===== src/pkg/pei_pkg.sv =====
package pei_pkg;
   // Register indices as printed; byte address is four times the index
   localparam logic [7:0] EVENT_MASK_IDX = 8'h19;
   localparam logic [7:0] EVENT_PENDING_IDX = 8'h1a;
   localparam logic [7:0] CFG_IDX = 8'h1b;
   localparam logic [11:0] EVENT_MASK_ADDR = {2'h0, EVENT_MASK_IDX, 2'h0};
   localparam logic [11:0] EVENT_PENDING_ADDR = {2'h0, EVENT_PENDING_IDX, 2'h0};
   localparam logic [11:0] CFG_ADDR = {2'h0, CFG_IDX, 2'h0};
   localparam logic [15:0] EVENT_MASK_RST = 16'h0000;
   localparam logic [15:0] EVENT_PENDING_RST = 16'h0000;
   localparam logic [5:0] CFG_RST = 6'h00;
   localparam int PIN_EN_BIT = 15;
   localparam int SUMMARY_BIT = 15;
   localparam int NUM_CAUSES = 15;
   // Cause positions, bit 14 down to 0
   localparam int C_SPEED = 14;
   localparam int C_LINK = 13;
   localparam int C_DUPLEX = 12;
   localparam int C_ANEG_ERR = 11;
   localparam int C_ANEG_DONE = 10;
   localparam int C_PD_DETECT = 9;
   localparam int C_SYMBOL = 8;
   localparam int C_FAST_FAIL = 7;
   localparam int C_TX_FIFO = 6;
   localparam int C_RX_FIFO = 5;
   localparam int C_MEDIA = 4;
   localparam int C_FALSE_CARRIER = 3;
   localparam int C_DOWNSHIFT = 2;
   localparam int C_MS_ERR = 1;
   localparam int C_RX_ERR = 0;
   // Qualifier config register fields
   localparam int CFG_ANEG_EN_BIT = 0;
   localparam int CFG_FAST_FAIL_EN_BIT = 1;
   localparam int CFG_ADV_LSB = 2;
   localparam int CFG_ADV_W = 4;

   typedef struct packed {
      logic [11:0] paddr;
      logic pwrite;
      logic [31:0] pwdata;
   } pei_apb_req_t;

   typedef struct packed {
      logic aneg_en;
      logic fast_fail_en;
      logic [3:0] adv;
      logic carrier_ext;
   } pei_qual_t;
endpackage


===== src/core/pei_apb_slave.sv =====
`timescale 1ns/1ps
// APB slave front end: single-cycle access, zero wait states
module pei_apb_slave
   import pei_pkg::*;
(
   input wire logic pclk,
   input wire logic presetn,
   input wire logic psel,
   input wire logic penable,
   input wire pei_apb_req_t req,
   input wire logic [31:0] rdata_in,
   input wire logic hit,
   output logic pready,
   output logic pslverr,
   output logic [31:0] prdata,
   output logic wr_stb,
   output logic rd_stb
);
   // Strobes fire on the access phase edge only
   assign wr_stb = psel & penable & req.pwrite & hit;
   assign rd_stb = psel & penable & ~req.pwrite & hit;

   // Registered answer during setup, ready in the access phase
   always_ff @(posedge pclk or negedge presetn) begin
      if (!presetn) begin
         pready <= 1'b0;
         pslverr <= 1'b0;
         prdata <= 32'h0000_0000;
      end else if (psel && !penable) begin
         pready <= 1'b1;
         pslverr <= ~hit; // Unmapped addresses answer with an error
         // Writes answer with zero data so the bus never echoes a register on a write
         prdata <= (hit && !req.pwrite) ? rdata_in : 32'h0000_0000;
      end else begin
         pready <= 1'b0;
         pslverr <= 1'b0;
         prdata <= 32'h0000_0000;
      end
   end
endmodule


===== src/core/pei_event_irq.sv =====
// Local design decision: the APB interface to the registers.
`timescale 1ns/1ps
module pei_event_irq
   import pei_pkg::*;
(
   input wire logic pclk,
   input wire logic presetn,
   input wire logic psel,
   input wire logic penable,
   input wire logic [11:0] paddr,
   input wire logic pwrite,
   input wire logic [31:0] pwdata,
   output logic pready,
   output logic pslverr,
   output logic [31:0] prdata,
   input wire logic [14:0] event_in,
   input wire logic carrier_ext_in,
   output logic mgmt_irq_pin,
   output logic irq
);
   pei_apb_req_t req;
   logic [15:0] event_mask;
   logic [15:0] event_pending;
   logic [5:0] cfg;
   logic [14:0] ev_meta;
   logic [14:0] ev_sync;
   logic cext_meta;
   logic cext_sync;
   logic [14:0] ev_q;
   logic [14:0] ev_qual;
   logic [14:0] next_causes;
   logic next_summary;
   logic [31:0] rdata_mux;
   logic hit;
   logic wr_stb;
   logic rd_stb;
   pei_qual_t qual;

   // Decode a byte address into a hit on one of the three words
   function automatic logic addr_hit(input logic [11:0] a);
      return (a == EVENT_MASK_ADDR) || (a == EVENT_PENDING_ADDR) || (a == CFG_ADDR);
   endfunction

   assign req = '{paddr: paddr, pwrite: pwrite, pwdata: pwdata};
   assign hit = addr_hit(paddr);

   pei_apb_slave u_apb (
      .pclk(pclk),
      .presetn(presetn),
      .psel(psel),
      .penable(penable),
      .req(req),
      .rdata_in(rdata_mux),
      .hit(hit),
      .pready(pready),
      .pslverr(pslverr),
      .prdata(prdata),
      .wr_stb(wr_stb),
      .rd_stb(rd_stb)
   );

   // Event lines come from other logic domains; two flops before use
   always_ff @(posedge pclk or negedge presetn) begin
      if (!presetn) begin
         ev_meta <= 15'h0000;
         ev_sync <= 15'h0000;
         cext_meta <= 1'b0;
         cext_sync <= 1'b0;
      end else begin
         ev_meta <= event_in;
         ev_sync <= ev_meta;
         cext_meta <= carrier_ext_in;
         cext_sync <= cext_meta;
      end
   end

   // Previous level for rising-edge detection
   always_ff @(posedge pclk or negedge presetn) begin
      if (!presetn) begin
         ev_q <= 15'h0000;
      end else begin
         ev_q <= ev_sync;
      end
   end

   assign qual = '{aneg_en: cfg[CFG_ANEG_EN_BIT],
                   fast_fail_en: cfg[CFG_FAST_FAIL_EN_BIT],
                   adv: cfg[CFG_ADV_LSB +: CFG_ADV_W],
                   carrier_ext: cext_sync};

   // Qualify each cause edge before it may latch
   always_comb begin
      ev_qual = ev_sync & ~ev_q;
      if (!qual.aneg_en) begin
         ev_qual[C_SPEED] = 1'b0;
         ev_qual[C_DUPLEX] = 1'b0;
      end
      if (!qual.fast_fail_en) begin
         ev_qual[C_FAST_FAIL] = 1'b0;
      end
      if (qual.adv != 4'hf) begin
         ev_qual[C_DOWNSHIFT] = 1'b0;
      end
      if (qual.carrier_ext) begin
         ev_qual[C_RX_ERR] = 1'b0;
      end
   end

   // Read clears only what was returned; a cause latched after the setup edge survives
   always_comb begin
      next_causes = event_pending[14:0];
      next_summary = event_pending[SUMMARY_BIT];
      if (rd_stb && paddr == EVENT_PENDING_ADDR) begin
         next_causes = event_pending[14:0] & ~prdata[14:0];
         next_summary = event_pending[SUMMARY_BIT] & ~prdata[SUMMARY_BIT];
      end
      next_causes = next_causes | ev_qual;
      if (|(ev_qual & event_mask[14:0])) begin
         next_summary = 1'b1;
      end
   end

   // Status register; latching ignores mask bit 15
   always_ff @(posedge pclk or negedge presetn) begin
      if (!presetn) begin
         event_pending <= EVENT_PENDING_RST;
      end else begin
         event_pending <= {next_summary, next_causes};
      end
   end

   // Mask register, software writable
   always_ff @(posedge pclk or negedge presetn) begin
      if (!presetn) begin
         event_mask <= EVENT_MASK_RST;
      end else if (wr_stb && paddr == EVENT_MASK_ADDR) begin
         event_mask <= pwdata[15:0];
      end
   end

   // Qualifier config: aneg enable, fast-fail enable, advertisement
   always_ff @(posedge pclk or negedge presetn) begin
      if (!presetn) begin
         cfg <= CFG_RST;
      end else if (wr_stb && paddr == CFG_ADDR) begin
         cfg <= pwdata[5:0];
      end
   end

   // Read mux; upper bits read as zero
   always_comb begin
      rdata_mux = 32'h0000_0000;
      unique case (paddr)
         EVENT_MASK_ADDR: rdata_mux = {16'h0000, event_mask};
         EVENT_PENDING_ADDR: rdata_mux = {16'h0000, event_pending};
         CFG_ADDR: rdata_mux = {26'h0000000, cfg};
         default: rdata_mux = 32'h0000_0000;
      endcase
   end

   // Pin follows summary only when enabled; registered, one cycle behind the flag
   always_ff @(posedge pclk or negedge presetn) begin
      if (!presetn) begin
         mgmt_irq_pin <= 1'b0;
         irq <= 1'b0;
      end else begin
         mgmt_irq_pin <= event_mask[PIN_EN_BIT] & event_pending[SUMMARY_BIT];
         irq <= event_mask[PIN_EN_BIT] & event_pending[SUMMARY_BIT];
      end
   end
endmodule


===== config.mk =====
export PLATFORM = sky130hd
export DESIGN_NAME = pei_event_irq
export DESIGN_NICKNAME = d
export VERILOG_FILES = /design/src/pkg/pei_pkg.sv /design/src/core/pei_apb_slave.sv /design/src/core/pei_event_irq.sv
export SDC_FILE = /design/constraint.sdc
export NUM_CORES = 1
export LEC_CHECK = 0
export BUFFER_PORTS_ARGS = -buffer_cell sky130_fd_sc_hd__buf_2
export CORE_ASPECT_RATIO = 0.8
export CORE_UTILIZATION = 52
export DETAILED_ROUTE_END_ITERATION = 6
export MAX_ROUTING_LAYER = met4
export PLACE_DENSITY = 0.79
export SLEW_MARGIN = 20
export SYNTH_ARGS = -nofsm -noshare
export SYNTH_HDL_FRONTEND = slang
export SYNTH_SLANG_ARGS = --single-unit

===== constraint.sdc =====
create_clock -name pclk -period 1.23 [get_ports pclk]
set_input_delay 0.123 -clock pclk [delete_from_list [all_inputs] [get_ports pclk]]
set_output_delay 0.123 -clock pclk [all_outputs]
set_load 0.01 [all_outputs]

Yosys cells after proc, flatten, opt, wreduce, memory -nomap -nowiden
Index checks and enable logic that the tools add are counted.
{ "word_totals": {"out_inout_bits": 36, "elab_cells": 57, "regBits": 120, "inputBits": 65} }
{ "op_classes": {"n_reduce_logical": 11, "n_eq_ne": 4, "bitwise": 16, "n_mux": 13} }
{ "ops": {"columns": ["op", "n"], "rows": [
  ["$pmux W16 S3", 1],
  ["$and A15 B15 Y15", 3],
  ["$eq A12 B7 Y1 const B", 3],
  ["$mux W32", 1],
  ["$not A15 Y15", 2],
  ["$mux W16", 1],
  ["$mux W15", 1],
  ["$or A15 B15 Y15", 1],
  ["$reduce_or A15 Y1", 1],
  ["$mux W1", 9],
  ["$and A1 B1 Y1", 7],
  ["$logic_and A1 B1 Y1", 5],
  ["$ne A4 B4 Y1 const B", 1],
  ["$not A1 Y1", 3],
  ["$logic_not A1 Y1", 2],
  ["$logic_or A1 B1 Y1", 2],
  ["$reduce_bool A2 Y1", 1]
]} }

Logic depth before layout (Yosys ltp)
Gate-level depths: netlist (run 1).
{ "logic_depth": {"ltp_word": 7, "depth_mapped": 6, "mapped_depth_nobuf": 4} }

Cells and area by module
Synthesis (run 1) repeated with hierarchy kept, for this count alone.
{ "unflattened": {"cells_unflattened": 287, "area_unflattened_um2": 4369.2} }
{ "by_module_without_submodules": {"columns": ["mod", "area_each_um2", "seq_area_each_um2", "n_inst", "cells_per_inst"], "rows": [
  ["pei_event_irq", 3225.6, 2152.1, 1, 213],
  ["pei_apb_slave", 1143.6, 850.8, 1, 74]
]} }

Worst setup path after synthesis (run 1)
Ideal clock, no wire load.
{ "synth_path": {"path_type": "input -> register", "startpoint": "input port paddr[9]", "endpoint": "register event_mask[10]", "path_buffers": 1, "arrival_time_ns": 1.489, "path_stages": 5, "required_ns": 1.105, "setup_slack_ns": -0.384, "setup_ns": 0.125, "cell_sequence": "or4_4 > nor3_4 > nand2_4 > buf_6 > mux2_4"} }
{ "synth_via": {"elab_chain_cells": 5, "elab_cells_between_ends": 7, "cone_classes": "eq/ne (3); bitwise (1); reduce/logical (3)"} }
{ "synth_rtl": {"columns": ["element", "line_no", "text"], "rows": [
  ["from (decl)", "pei_event_irq.sv:10", "input wire logic [11:0] paddr,"],
  ["$eq A12 B7 Y1 (on tied branches)", "pei_event_irq.sv:41, pei_event_irq.sv:136", null],
  ["$logic_or A1 B1 Y1 (2 in a row)", "pei_event_irq.sv:41", "return (a == EVENT_MASK_ADDR) || (a == EVENT_PENDING_ADDR) || (a == CFG_ADDR);"],
  ["$and A1 B1 Y1", "pei_apb_slave.sv:20", "assign wr_stb = psel & penable & req.pwrite & hit;"],
  ["$logic_and A1 B1 Y1 (*)", "pei_event_irq.sv:136", "end else if (wr_stb && paddr == EVENT_MASK_ADDR) begin"],
  ["to (signal assigned)", "pei_event_irq.sv:137", "event_mask <= pwdata[15:0];"],
  ["to (decl)", "pei_event_irq.sv:22", "logic [15:0] event_mask;"]
]} }
Mark *: on every way between the ends. The rest lies on a longest branch, timed or not.
A chain may end at the register's enable or synchronous reset.

Worst setup path after layout (run 1)
{ "layout_path": {"startpoint": "input port paddr[9]", "endpoint": "register event_pending[6]"} }
{ "layout_via": {"elab_chain_cells": 7, "elab_cells_between_ends": 9, "cone_classes": "eq/ne (3); mux (1); bitwise (2); reduce/logical (3)"} }
{ "layout_rtl": {"columns": ["element", "line_no", "text"], "rows": [
  ["$eq A12 B7 Y1 (on tied branches)", "pei_event_irq.sv:41, pei_event_irq.sv:113", null],
  ["$logic_or A1 B1 Y1 (2 in a row)", "pei_event_irq.sv:41", null],
  ["$and A1 B1 Y1", "pei_apb_slave.sv:21", "assign rd_stb = psel & penable & ~req.pwrite & hit;"],
  ["$logic_and A1 B1 Y1 (*)", "pei_event_irq.sv:113", "if (rd_stb && paddr == EVENT_PENDING_ADDR) begin"],
  ["$mux W15 (*)", "pei_event_irq.sv:113", null],
  ["$or A15 B15 Y15 (*)", "pei_event_irq.sv:117", "next_causes = next_causes | ev_qual;"],
  ["named net next_causes[6]", "pei_event_irq.sv:31", "logic [14:0] next_causes;"],
  ["to (signal assigned)", "pei_event_irq.sv:128", "event_pending <= {next_summary, next_causes};"],
  ["to (decl)", "pei_event_irq.sv:23", "logic [15:0] event_pending;"]
]} }
The timed path passes the listed nets; every way through them passes the cells marked *.

==> results of run 1 <==
[Yosys cell counts, types with 2 or more instances]
library cell and count:
dfrtp_1 104, buf_4 19, nor2_1 19, nand2_1 18, inv_1 14, mux2_2 12
a22o_1 11, nand3b_1 11, a22oi_1 10, mux2_4 10, a222oi_1 6, nand4_1 3
a32o_1 2, clkbuf_1 2, nand3_1 2, nand4b_1 2, nor3_1 2, nor3b_1 2
nor4b_2 2
[state kept, by name, indices dropped and copies added (netlist names)]
name,cells
irq,1
cext_sync,1
cfg,6
event_mask,16
cext_meta,1
u_apb.prdata,16
u_apb.pready,1
ev_meta,15
u_apb.pslverr,1
ev_q,15
ev_sync,15
event_pending,16
[how the worst min path moves through the flow]
stage	slack, ps	end	cells past startpoint	startpoint
after floorplan	-170	cext_meta$_DFF_PN0_	0	presetn
after global placement	90	ev_sync[8]$_DFF_PN0_	1	presetn
after detailed placement	90	ev_sync[8]$_DFF_PN0_	1	presetn
after CTS	0.9	event_mask[8]$_DFFE_PN0P_	2	pwdata[8]
after global routing	10	cfg[1]$_DFFE_PN0P_	2	pwdata[1]
final	8	event_mask[8]$_DFFE_PN0P_	2	pwdata[8]
[cells by family (layout without fill, tap and decap cells)]
group,count (synthesis),count (layout),share of synthesized area (%)
AOI/OAI and AO/OA,36,36,7.88
other,1,16,0.0976
DFF,104,104,67.8
buffers and inverters,37,168,5.70
muxes,22,22,7.43
and+or+nand+nor,71,72,11.1
[layer usage]
metal / share of wire [%] / up-vias
met2: 51 / 80
met5: 0 / -
met4: 1.4 / 0
met1: 43 / 1330
li1: - / 1204
met3: 5.0 / 10
[through the flow]
stage / area (µm²) / total power [W]
global route: 5140 / 0.00624
detailed placement: 4520 / 0.00392
floorplan: 3910 / 0.00371
CTS: 5090 / 0.00606
global placement: 4520 / 0.00391
finish: 5140 / 0.00602
[area by class of cell]
class	count	area [µm²]	share of cell area, %
multi-input cells	146	1180	22.9
well taps	87	109	2.12
inverters	14	52.6	1.02
flip-flops and latches	104	2600	50.6
repair buffers	138	1000	19.5
clock inverters	6	67.6	1.31
clock buffers	10	128	2.48
[worst max-delay path: stages]
cell and delay [ps]:
buf_6 90, or4_4 560, and4bb_2 370, buf_8 160, nand2_1 90, a22o_1 200
[power groups by stage]
| stage | clock [W] | combinational, W | sequential [W] |
|---|---|---|---|
| floorplan | 0 | 0.000109 | 0.00360 |
| global placement | 0 | 0.000308 | 0.00360 |
| detailed placement | 0 | 0.000315 | 0.00360 |
| CTS | 0.00213 | 0.000388 | 0.00354 |
| global route | 0.00226 | 0.000434 | 0.00355 |
| finish | 0.00209 | 0.000393 | 0.00354 |
[repair_timing]
action,CTS,global route
hold endpoints to repair,51,2
gates resized for setup,22,13
hold buffers,27,1
cloned,1,0
pin swaps,15,3
buffers inserted,2,0
endpoints found under the setup margin,54,39
==> impl_results.md, run 1 <==
* Critical path startpoint: paddr[9]
* Final Max Slew Viols at 0
* DRT Wirelength at 8470 µm
* Total CTS buffers at 9
* CTS tree: yes
* Synth warn at 0
* DRC violations left at 8
* Synth Flop Type: dfrtp_1
* FF-to-FF End: event_pending[15]$_DFFE_PN0P_
* Worst hold path type: input pin to flip-flop
* Io pins at between 100 and 150
* Global Route Usage Sum at 23.5%
* Die ar. at 7740 µm²
* Clk root buf: clkbuf_8
* Cell taking the most area after synthesis: dfrtp_1
* Routed vias/inst at between 5 and 6
* RSZ-0062 raised after global routing: true
* LEAKAGE at 2.55 nW
* ANT nets after route at 0
* R2R Setup Slk at -20 ps
* Most common cell after layout, fill and taps aside: dfrtp_1
* Comb pwr share at roughly 6.5%
* P_sw at roughly 0.0014 W
* Area growth from synthesis to final layout at 33.8%
* PnR worst setup slack at -130 ps
* Total grt overflow at 0
* Top post-synthesis cells by area: dfrtp_1, mux2_4, buf_4
* Crit Reg-Reg Startpoint: ev_sync[13]$_DFF_PN0_
* Total clock sinks at roughly 100
* Width of the die at between 90 and 100 µm
* Met1 global-route usage at slightly above 30%
* First-pass GRT wire length at between 10,000 and 15,000 µm
* Internal power at roughly 0.0047 W
* Hold Violations, Final at 0
* Min cycle time layout at 1360 ps
* Vias in the first global route at between 2k and 3k
* Clock transition at path regs at ~90 ps
* Setup TNS at -1640 ps
* Largest net degree at the start of global routing at 30
* Skew final at ~6.7 ps
* Most Used Layer, Global Route: met2
* Nets at approximately 480
* Worst Path Arrival at 1610 ps
* Period utilization at 111%
* Layout cells sized above 1 at between 40% and 50%
* Post-synth cell types at 39
* Met3 Use GR at roughly 6.3%
* DR iter-0 viols at roughly 130
* Diodes inserted at 0
* Post-synthesis cell area at a little under 4000 µm²
* F_max at 0.735 GHz
* Worst EP required at around 1500 ps
* Final Non-Filler Cells at approximately 500
* # H-tree levels at 3
* R2R depth at 4
* Cell row count at 27
* CP max FO at 8
* PwrDens at ~1200 nW/µm²
* Port bufs at 68
* WHS at 7.57 ps
* Clock buffer depth at 2
* Initial antenna violation count at 0
* Routed WL per cell at between 15 and 20 µm
* Commonest cells after routing, fill and taps aside: dfrtp_1, buf_2, buf_4
* Inst Count DP at about 460
* Syn avg cell area at ~14 µm²
* Synth top area share at between 60% and 70%
* Placeable Area at roughly 7000 µm²
* RePlAce Congestion at just over 0.8
* CP Capture Point: event_pending[6]$_DFF_PN0_
* Number of setup violations in the final report at 34
* Post-synth EDFFs at 0
* Worst Setup Start Kind: input pin
* Starting Density at about 55%
* Die height at a little under 80 µm
* Mapped Cells at 271
* Clock latency on the worst-skew pair at 360 ps
* Synth Register Bits at 104
* Maxcap violations at 0
* IR drop worst, VDD at about 0.73 mV
* Vias at about 2.6k
* Initial DRT Pass Iterations at 7
* Status: complete, but fails checks
* Synth async-reset ratio at between 90% and 100%
* Sequential cell area fraction in the yosys report at 67.8%
* Seq pwr share at around three fifths
* Crit path capture type: flip-flop
* Post-DP HPWL at roughly 5300 µm
* Failing checks: DRC, setup timing
* Layout Utilization at 73.1%
* Critical setup path kind: input pin to flip-flop
* Clock share of power at roughly a third
* Pre-CTS WS at -488 ps
* FILL cells at 441
* Sw Ratio at between 20% and 30%
* GR Layer Usage met2 at a little over a third
Power figures use the tool's default switching activity.
==> run 2: changes to the inputs <==
--- a/config.mk
+++ b/config.mk
@@ -7,6 +7,7 @@
 export LEC_CHECK = 0
 export BUFFER_PORTS_ARGS = -buffer_cell sky130_fd_sc_hd__buf_2
 export CORE_ASPECT_RATIO = 0.8
+export CORE_MARGIN = 2
 export CORE_UTILIZATION = 52
 export DETAILED_ROUTE_END_ITERATION = 6
 export MAX_ROUTING_LAYER = met4
==> run 2 against run 1 <==
  * The flow finishes with violations (setup timing)
  * Worst setup slack better by 11 ps
  * Sequential share of layout area is 0.60 points lower
  * Sequential cell count stayed put
  * Clock skew is 1.7 ps higher
  * Global-route usage is 0.45 points higher
  * Routed wire length is 5.5% higher
  * Worst hold slack better by 1.5 ps
  * Count of clock-buffer cells in the layout stayed put
  * Largest power group unchanged
  * Sequential power hardly changed
  * Critical path depth stayed put
  * Highest routed layer unchanged
  * Critical endpoint is now event_pending[15]$_DFFE_PN0P_
==> impl_results.md, run 2 (same netlist as run 1, synthesis figures left out) <==
* Total CTS buffers at 9
* Worst slew pin tran at 505 ps
* P_sw at around 0.0014 W
* Area growth from synthesis to final layout at 35.4%
* Port bufs at 68
* ANT nets after route at 0
* Worst slew margin at 66.1%
* Sw Ratio at between 20 and 25%
* Commonest cells after routing, fill and taps aside: dfrtp_1, buf_2, buf_4
* Failing checks: setup timing
* Clock share of power at 37.6%
* CP max-delay cell: or4_4
* Cell family with most CP delay: simple AND/OR/NAND/NOR gates
* DP Area at roughly 4500 µm²
* Placeable Area at ~7000 µm²
* Skew final at roughly 8.4 ps
* Worst Path Arrival at between 1500 and 2000 ps
* Routed vias/inst at around 5.3
* PwrDens at 1210 nW/µm²
* Final Cell Area at ~5200 µm²
* Clock latency on the worst-skew pair at roughly 370 ps
* Area occupied by multi-input gates at between 1000 and 1500 µm²
* Worst hold path type: input pin to flip-flop
* Internal power at roughly 0.0049 W
* Clock transition at path regs at approximately 100 ps
* Total clock sinks at roughly 100
* PnR worst setup slack at -118 ps
* Crit path capture type: flip-flop
* Inst Count DP at 453
* Vias in the first global route at ~2.7k
* Initial antenna violation count at 0
* Status: complete, but fails checks
* Period utilization at 110%
* F_max at between 0.7 and 0.8 GHz
* Hold Violations, Final at 0
* Regs by FF count: event_mask (16), event_pending (16), u_apb.prdata (16)
* Nets at about 470
* Final Max Slew Viols at 0
* DR iter-0 viols at between 150 and 200
* WHS at 9.02 ps
* Post-DP HPWL at about 5800 µm
* Maxcap violations at 0
* Setup TNS at -2500 ps
* IR drop worst, VDD at a little over 0.8 mV
* CP Buf/Inv Count at 2
* Width of the die at approximately 100 µm
* CP max FO at 8
* First-pass GRT wire length at approximately 14,000 µm
* Critical setup path kind: input pin to flip-flop
* Layout cells sized above 1 at 42.8%
* Comb pwr share at slightly above 6%
* Die height at ~81 µm
* Crit-path cells: buf_6 > or4_4 > and4bb_2 > buf_8 > a21boi_1 > nand3b_1
* Register area at 2600 µm²
* Total grt overflow at 0
* # H-tree levels at 3
* Layout Utilization at 74.0%
* CTS tree: yes
* Clock buffer depth at 2
* Seq pwr share at a little under three fifths
* FILL cells at between 400 and 500
* Worst Setup Start Kind: input pin
* Min cycle time layout at ~1300 ps
* Vias at ~2.7k
* Final Non-Filler Cells at about 500
* LEAKAGE at between 2 and 3 nW
* Initial DRT Pass Iterations at 7
* RSZ-0062 raised after global routing: true
* Largest net degree at the start of global routing at 39
* Starting Density at between 50% and 60%
* DRC violations left at 0
* R2R Setup Slk at -80 ps
* Diodes inserted at 0
* Cell row count at 27
* Number of setup violations in the final report at 46
* Die ar. at 8090 µm²
* DRT Wirelength at 8930 µm
* Routed WL per cell at roughly 18 µm
* Worst EP required at 1470 ps
* Most common cell after layout, fill and taps aside: dfrtp_1
* Global Route Usage Sum at 23.9%
* CP peak stage delay at about 560 ps
* Io pins at around 100
* RePlAce Congestion at around 0.8
* Clk root buf: clkbuf_8
-- run 2: cell count changes in the layout (fill, tap and decap cells not counted), moves of 3 or more --
cell | previous run | this run
nor2_1 | 10 | 13
nand2_2 | 9 | 12
buf_4 | 36 | 32
nor2_2 | 9 | 3
nor2_4 | 0 | 3
nand2_1 | 8 | 4
-- run 2: worst reg2reg max path, delay by kind of cell (launching register included) --
family	cells	cell delay [ps]
AND/OR/NAND/NOR	3	450
flip-flops	1	410
AO/OA/AOI/OAI	1	330
-- run 2: final timing paths --
| path | startpoint | end | cells after the start |
|---|---|---|---|
| min in group asynchronous | presetn | ev_meta[8]$_DFF_PN0_ | 2 |
| hold reg to reg | cext_meta$_DFF_PN0_ | cext_sync$_DFF_PN0_ | 0 |
| setup / recovery | paddr[9] | event_pending[15]$_DFFE_PN0P_ | 6 |
| setup reg to reg | ev_sync[11]$_DFF_PN0_ | event_pending[15]$_DFFE_PN0P_ | 4 |
| hold / removal | pwdata[3] | cfg[3]$_DFFE_PN0P_ | 2 |
| max in group asynchronous | presetn | u_apb.prdata[7]$_DFF_PN0_ | 3 |
-- run 2: layer usage --
layer  part of all wire (%)  routed length [µm]  track usage (%)
met5                      0                   0                -
met4                   0.96                  86             7.26
met3                    6.1                 544             6.28
met2                     51                4580             38.2
met1                     42                3720             30.7
-- run 2: final cells by class --
| type | instances | share of cell area, % |
|---|---|---|
| Multi-Input combinational cell | 146 | 23.6 |
| Tap cell | 87 | 2.09 |
| Clock inverter | 6 | 1.73 |
| Sequential cell | 104 | 50.0 |
| Timing Repair Buffer | 134 | 18.9 |
| Inverter | 14 | 1.01 |
| Clock buffer | 10 | 2.65 |
-- run 2: stage by stage --
step | worst slack, ps | power [W]
4_1_cts | -71.8 | 0.00632
3_5_place_dp | -526 | 0.00391
2_1_floorplan | -324 | 0.00371
5_1_grt | -138 | 0.00652
3_3_place_gp | -469 | 0.00389
6_report | -118 | 0.00630
-- run 2: repair_timing --
action	4_1_cts	5_1_grt
setup endpoints to repair	53	54
endpoints found under the hold margin	77	1
buffers inserted	0	3
gates cloned	0	1
hold buffers	27	1
resized for setup	23	19
pin swaps	11	13
-- run 2: power by group through the flow --
stage | sequential (W) | combinational, W | clock [W]
6_report | 0.00354 | 0.000387 | 0.00237
5_1_grt | 0.00355 | 0.000430 | 0.00254
2_1_floorplan | 0.00360 | 0.000109 | 0
4_1_cts | 0.00354 | 0.000375 | 0.00241
3_5_place_dp | 0.00361 | 0.000304 | 0
3_3_place_gp | 0.00360 | 0.000292 | 0
==> run 3: changes to the inputs <==
--- a/config.mk
+++ b/config.mk
@@ -7,7 +7,7 @@
 export LEC_CHECK = 0
 export BUFFER_PORTS_ARGS = -buffer_cell sky130_fd_sc_hd__buf_2
 export CORE_ASPECT_RATIO = 0.8
-export CORE_MARGIN = 2
+export CORE_MARGIN = 3
 export CORE_UTILIZATION = 52
 export DETAILED_ROUTE_END_ITERATION = 6
 export MAX_ROUTING_LAYER = met4
==> run 3 against run 2 <==
  * The flow still finishes with violations (setup timing)
  * Routed wire length down 10%
  * Maximum frequency grew 1.1%
  * Critical path depth is the same
  * Sequential share of layout area up 0.96 points
  * Power decreased by 2.5%
  * Global-route usage decreased by 3.3 points
  * Highest routed layer unchanged
  * Combinational power is 3% lower
  * Largest cell class unchanged
  * Cell count decreased by 0.20%
==> impl_results.md, run 3 (same netlist as run 1, synthesis figures left out) <==
* Setup TNS at -2440 ps
* Crit path capture type: flip-flop
* RePlAce Congestion at 0.847
* RSZ-0062 raised after global routing: true
* Port bufs at between 60 and 70
* Vias in the first global route at ~2.7k
* First-pass GRT wire length at about 13,000 µm
* Layout Utilization at between 70 and 80%
* Nets at about 470
* Die height at 82.9 µm
* Maxcap violations at 0
* Register area at 2600 µm²
* CP peak stage delay at 560 ps
* Io pins at 101
* Clk root buf: clkbuf_8
* Worst Path Arrival at around 1600 ps
* Clock transition at path regs at around 100 ps
* Layout cells sized above 1 at between 40 and 50%
* Regs by FF count: event_mask (16), event_pending (16), u_apb.prdata (16)
* Seq pwr share at ~58%
* Diodes inserted at 0
* Hold Violations, Final at 0
* DRT Wirelength at around 8000 µm
* Initial antenna violation count at 0
* R2R Setup Slk at -10 ps
* Total clock sinks at ~100
* CTS tree: yes
* Comb pwr share at between 6 and 7%
* Crit-path cells: buf_6 > or4_4 > and4bb_2 > buf_6 > nand2_1 > a32o_1
* Final Max Slew Viols at 0
* Skew final at between 15 and 20 ps
* Worst Setup Start Kind: input pin
* Sw Ratio at between 20% and 30%
* Die ar. at approximately 8500 µm²
* PwrDens at 1200 nW/µm²
* Width of the die at a little over 100 µm
* Initial DRT Pass Iterations at 4
* Clock buffer depth at 2
* CP max FO at 8
* Status: complete, but fails checks
* Cell row count at 27
* Min cycle time layout at around 1300 ps
* # H-tree levels at 3
* Internal power at slightly below 0.005 W
* FILL cells at between 400 and 500
* Post-DP HPWL at between 5000 and 6000 µm
* Critical setup path kind: input pin to flip-flop
* F_max at between 0.7 and 0.8 GHz
* Routed vias/inst at 5.11
* Most frequent CP cell: buf_6
* Worst hold path depth at 2
* Total CTS buffers at 9
* Clock share of power at between 30% and 40%
* Worst hold path type: input pin to flip-flop
* LEAKAGE at approximately 2.6 nW
* Total grt overflow at 0
* WHS at approximately 18 ps
* Setup Buffers After CTS at 0
* IR drop worst, VDD at between 0.7 and 0.8 mV
* ANT nets after route at 0
* Area growth from synthesis to final layout at 32.9%
* Starting Density at ~55%
* Largest net degree at the start of global routing at between 60 and 70
* Placeable Area at 7030 µm²
* DRC violations left at 0
* Clock latency on the worst-skew pair at roughly 370 ps
* Vias at 2,555
* CP max-delay cell: or4_4
* R2R depth at 4
* P_sw at ~0.0013 W
* Inst Count DP at roughly 460
* Failing checks: setup timing
* Commonest cells after routing, fill and taps aside: dfrtp_1, buf_2, buf_4
* Global Route Usage Sum at between 20% and 30%
* Worst EP required at ~1500 ps
* Pre-CTS WS at -505 ps
* Final Non-Filler Cells at 500
* PnR worst setup slack at -104 ps
* DR iter-0 viols at around 130
* Most common cell after layout, fill and taps aside: dfrtp_1
* Period utilization at 108%
* Area occupied by multi-input gates at approximately 1200 µm²
* Routed WL per cell at approximately 16 µm
* Number of setup violations in the final report at between 40 and 50
==> run 3: changes by cell type in the layout (fill, tap and decap cells not counted), moves of 2 or more <==
cell,change
nor2_4,+2
nand2_8,-2
nor2_1,-3
nand2_1,+7
clkbuf_1,+2
nand2_2,-6
==> run 3: area by class of cell <==
type / count / share of cell area (%)
flip-flops and latches: 104 / 51.0
well taps: 87 / 2.13
clock inverters: 5 / 1.54
multi-input cells: 145 / 22.8
clock buffers: 11 / 2.57
repair buffers: 134 / 18.9
inverters: 14 / 1.03
==> run 3: critical path, delay by kind of cell <==
kind / cells / cell delay [ps]
and+or+nand+nor: 3 / 1000
buffers and inverters: 2 / 260
AOI/OAI and AO/OA: 1 / 200
==> run 3: final timing paths <==
path,start,endpoint
hold reg to reg,ev_meta[13]$_DFF_PN0_,ev_sync[13]$_DFF_PN0_
min in group asynchronous,presetn,ev_meta[8]$_DFF_PN0_
max in group asynchronous,presetn,cfg[3]$_DFFE_PN0P_
setup reg to reg,ev_sync[8]$_DFF_PN0_,event_pending[15]$_DFFE_PN0P_
setup / recovery,paddr[9],event_pending[7]$_DFF_PN0_
hold / removal,pwdata[2],cfg[2]$_DFFE_PN0P_
==> run 3: what timing repair did <==
action,4_1_cts,5_1_grt
pin swaps,8,3
hold buffers,27,2
gates resized for setup,12,21
hold endpoints to repair,130,3
setup endpoints to repair,54,47
==> run 3: power groups by stage <==
stage / clock (W) / combinational [W] / sequential [W]
after floorplan: 0 / 0.000109 / 0.00360
after global placement: 0 / 0.000292 / 0.00360
after detailed placement: 0 / 0.000297 / 0.00361
after CTS: 0.00228 / 0.000371 / 0.00354
after global routing: 0.00246 / 0.000414 / 0.00355
final: 0.00223 / 0.000375 / 0.00354
==> run 3: through the flow <==
stage               cell area [µm²]  total power, W
global placement               4490         0.00389
floorplan                      3910         0.00371
global route                   5100         0.00642
CTS                            5020         0.00619
detailed placement             4490         0.00390
finish                         5100         0.00614
==> run 3: layer usage <==
layer	global-route usage [%]	wire length, µm
met4	5.48	136
met3	6.21	367
met1	27.2	3530
met2	31.4	3980
met5	-	0
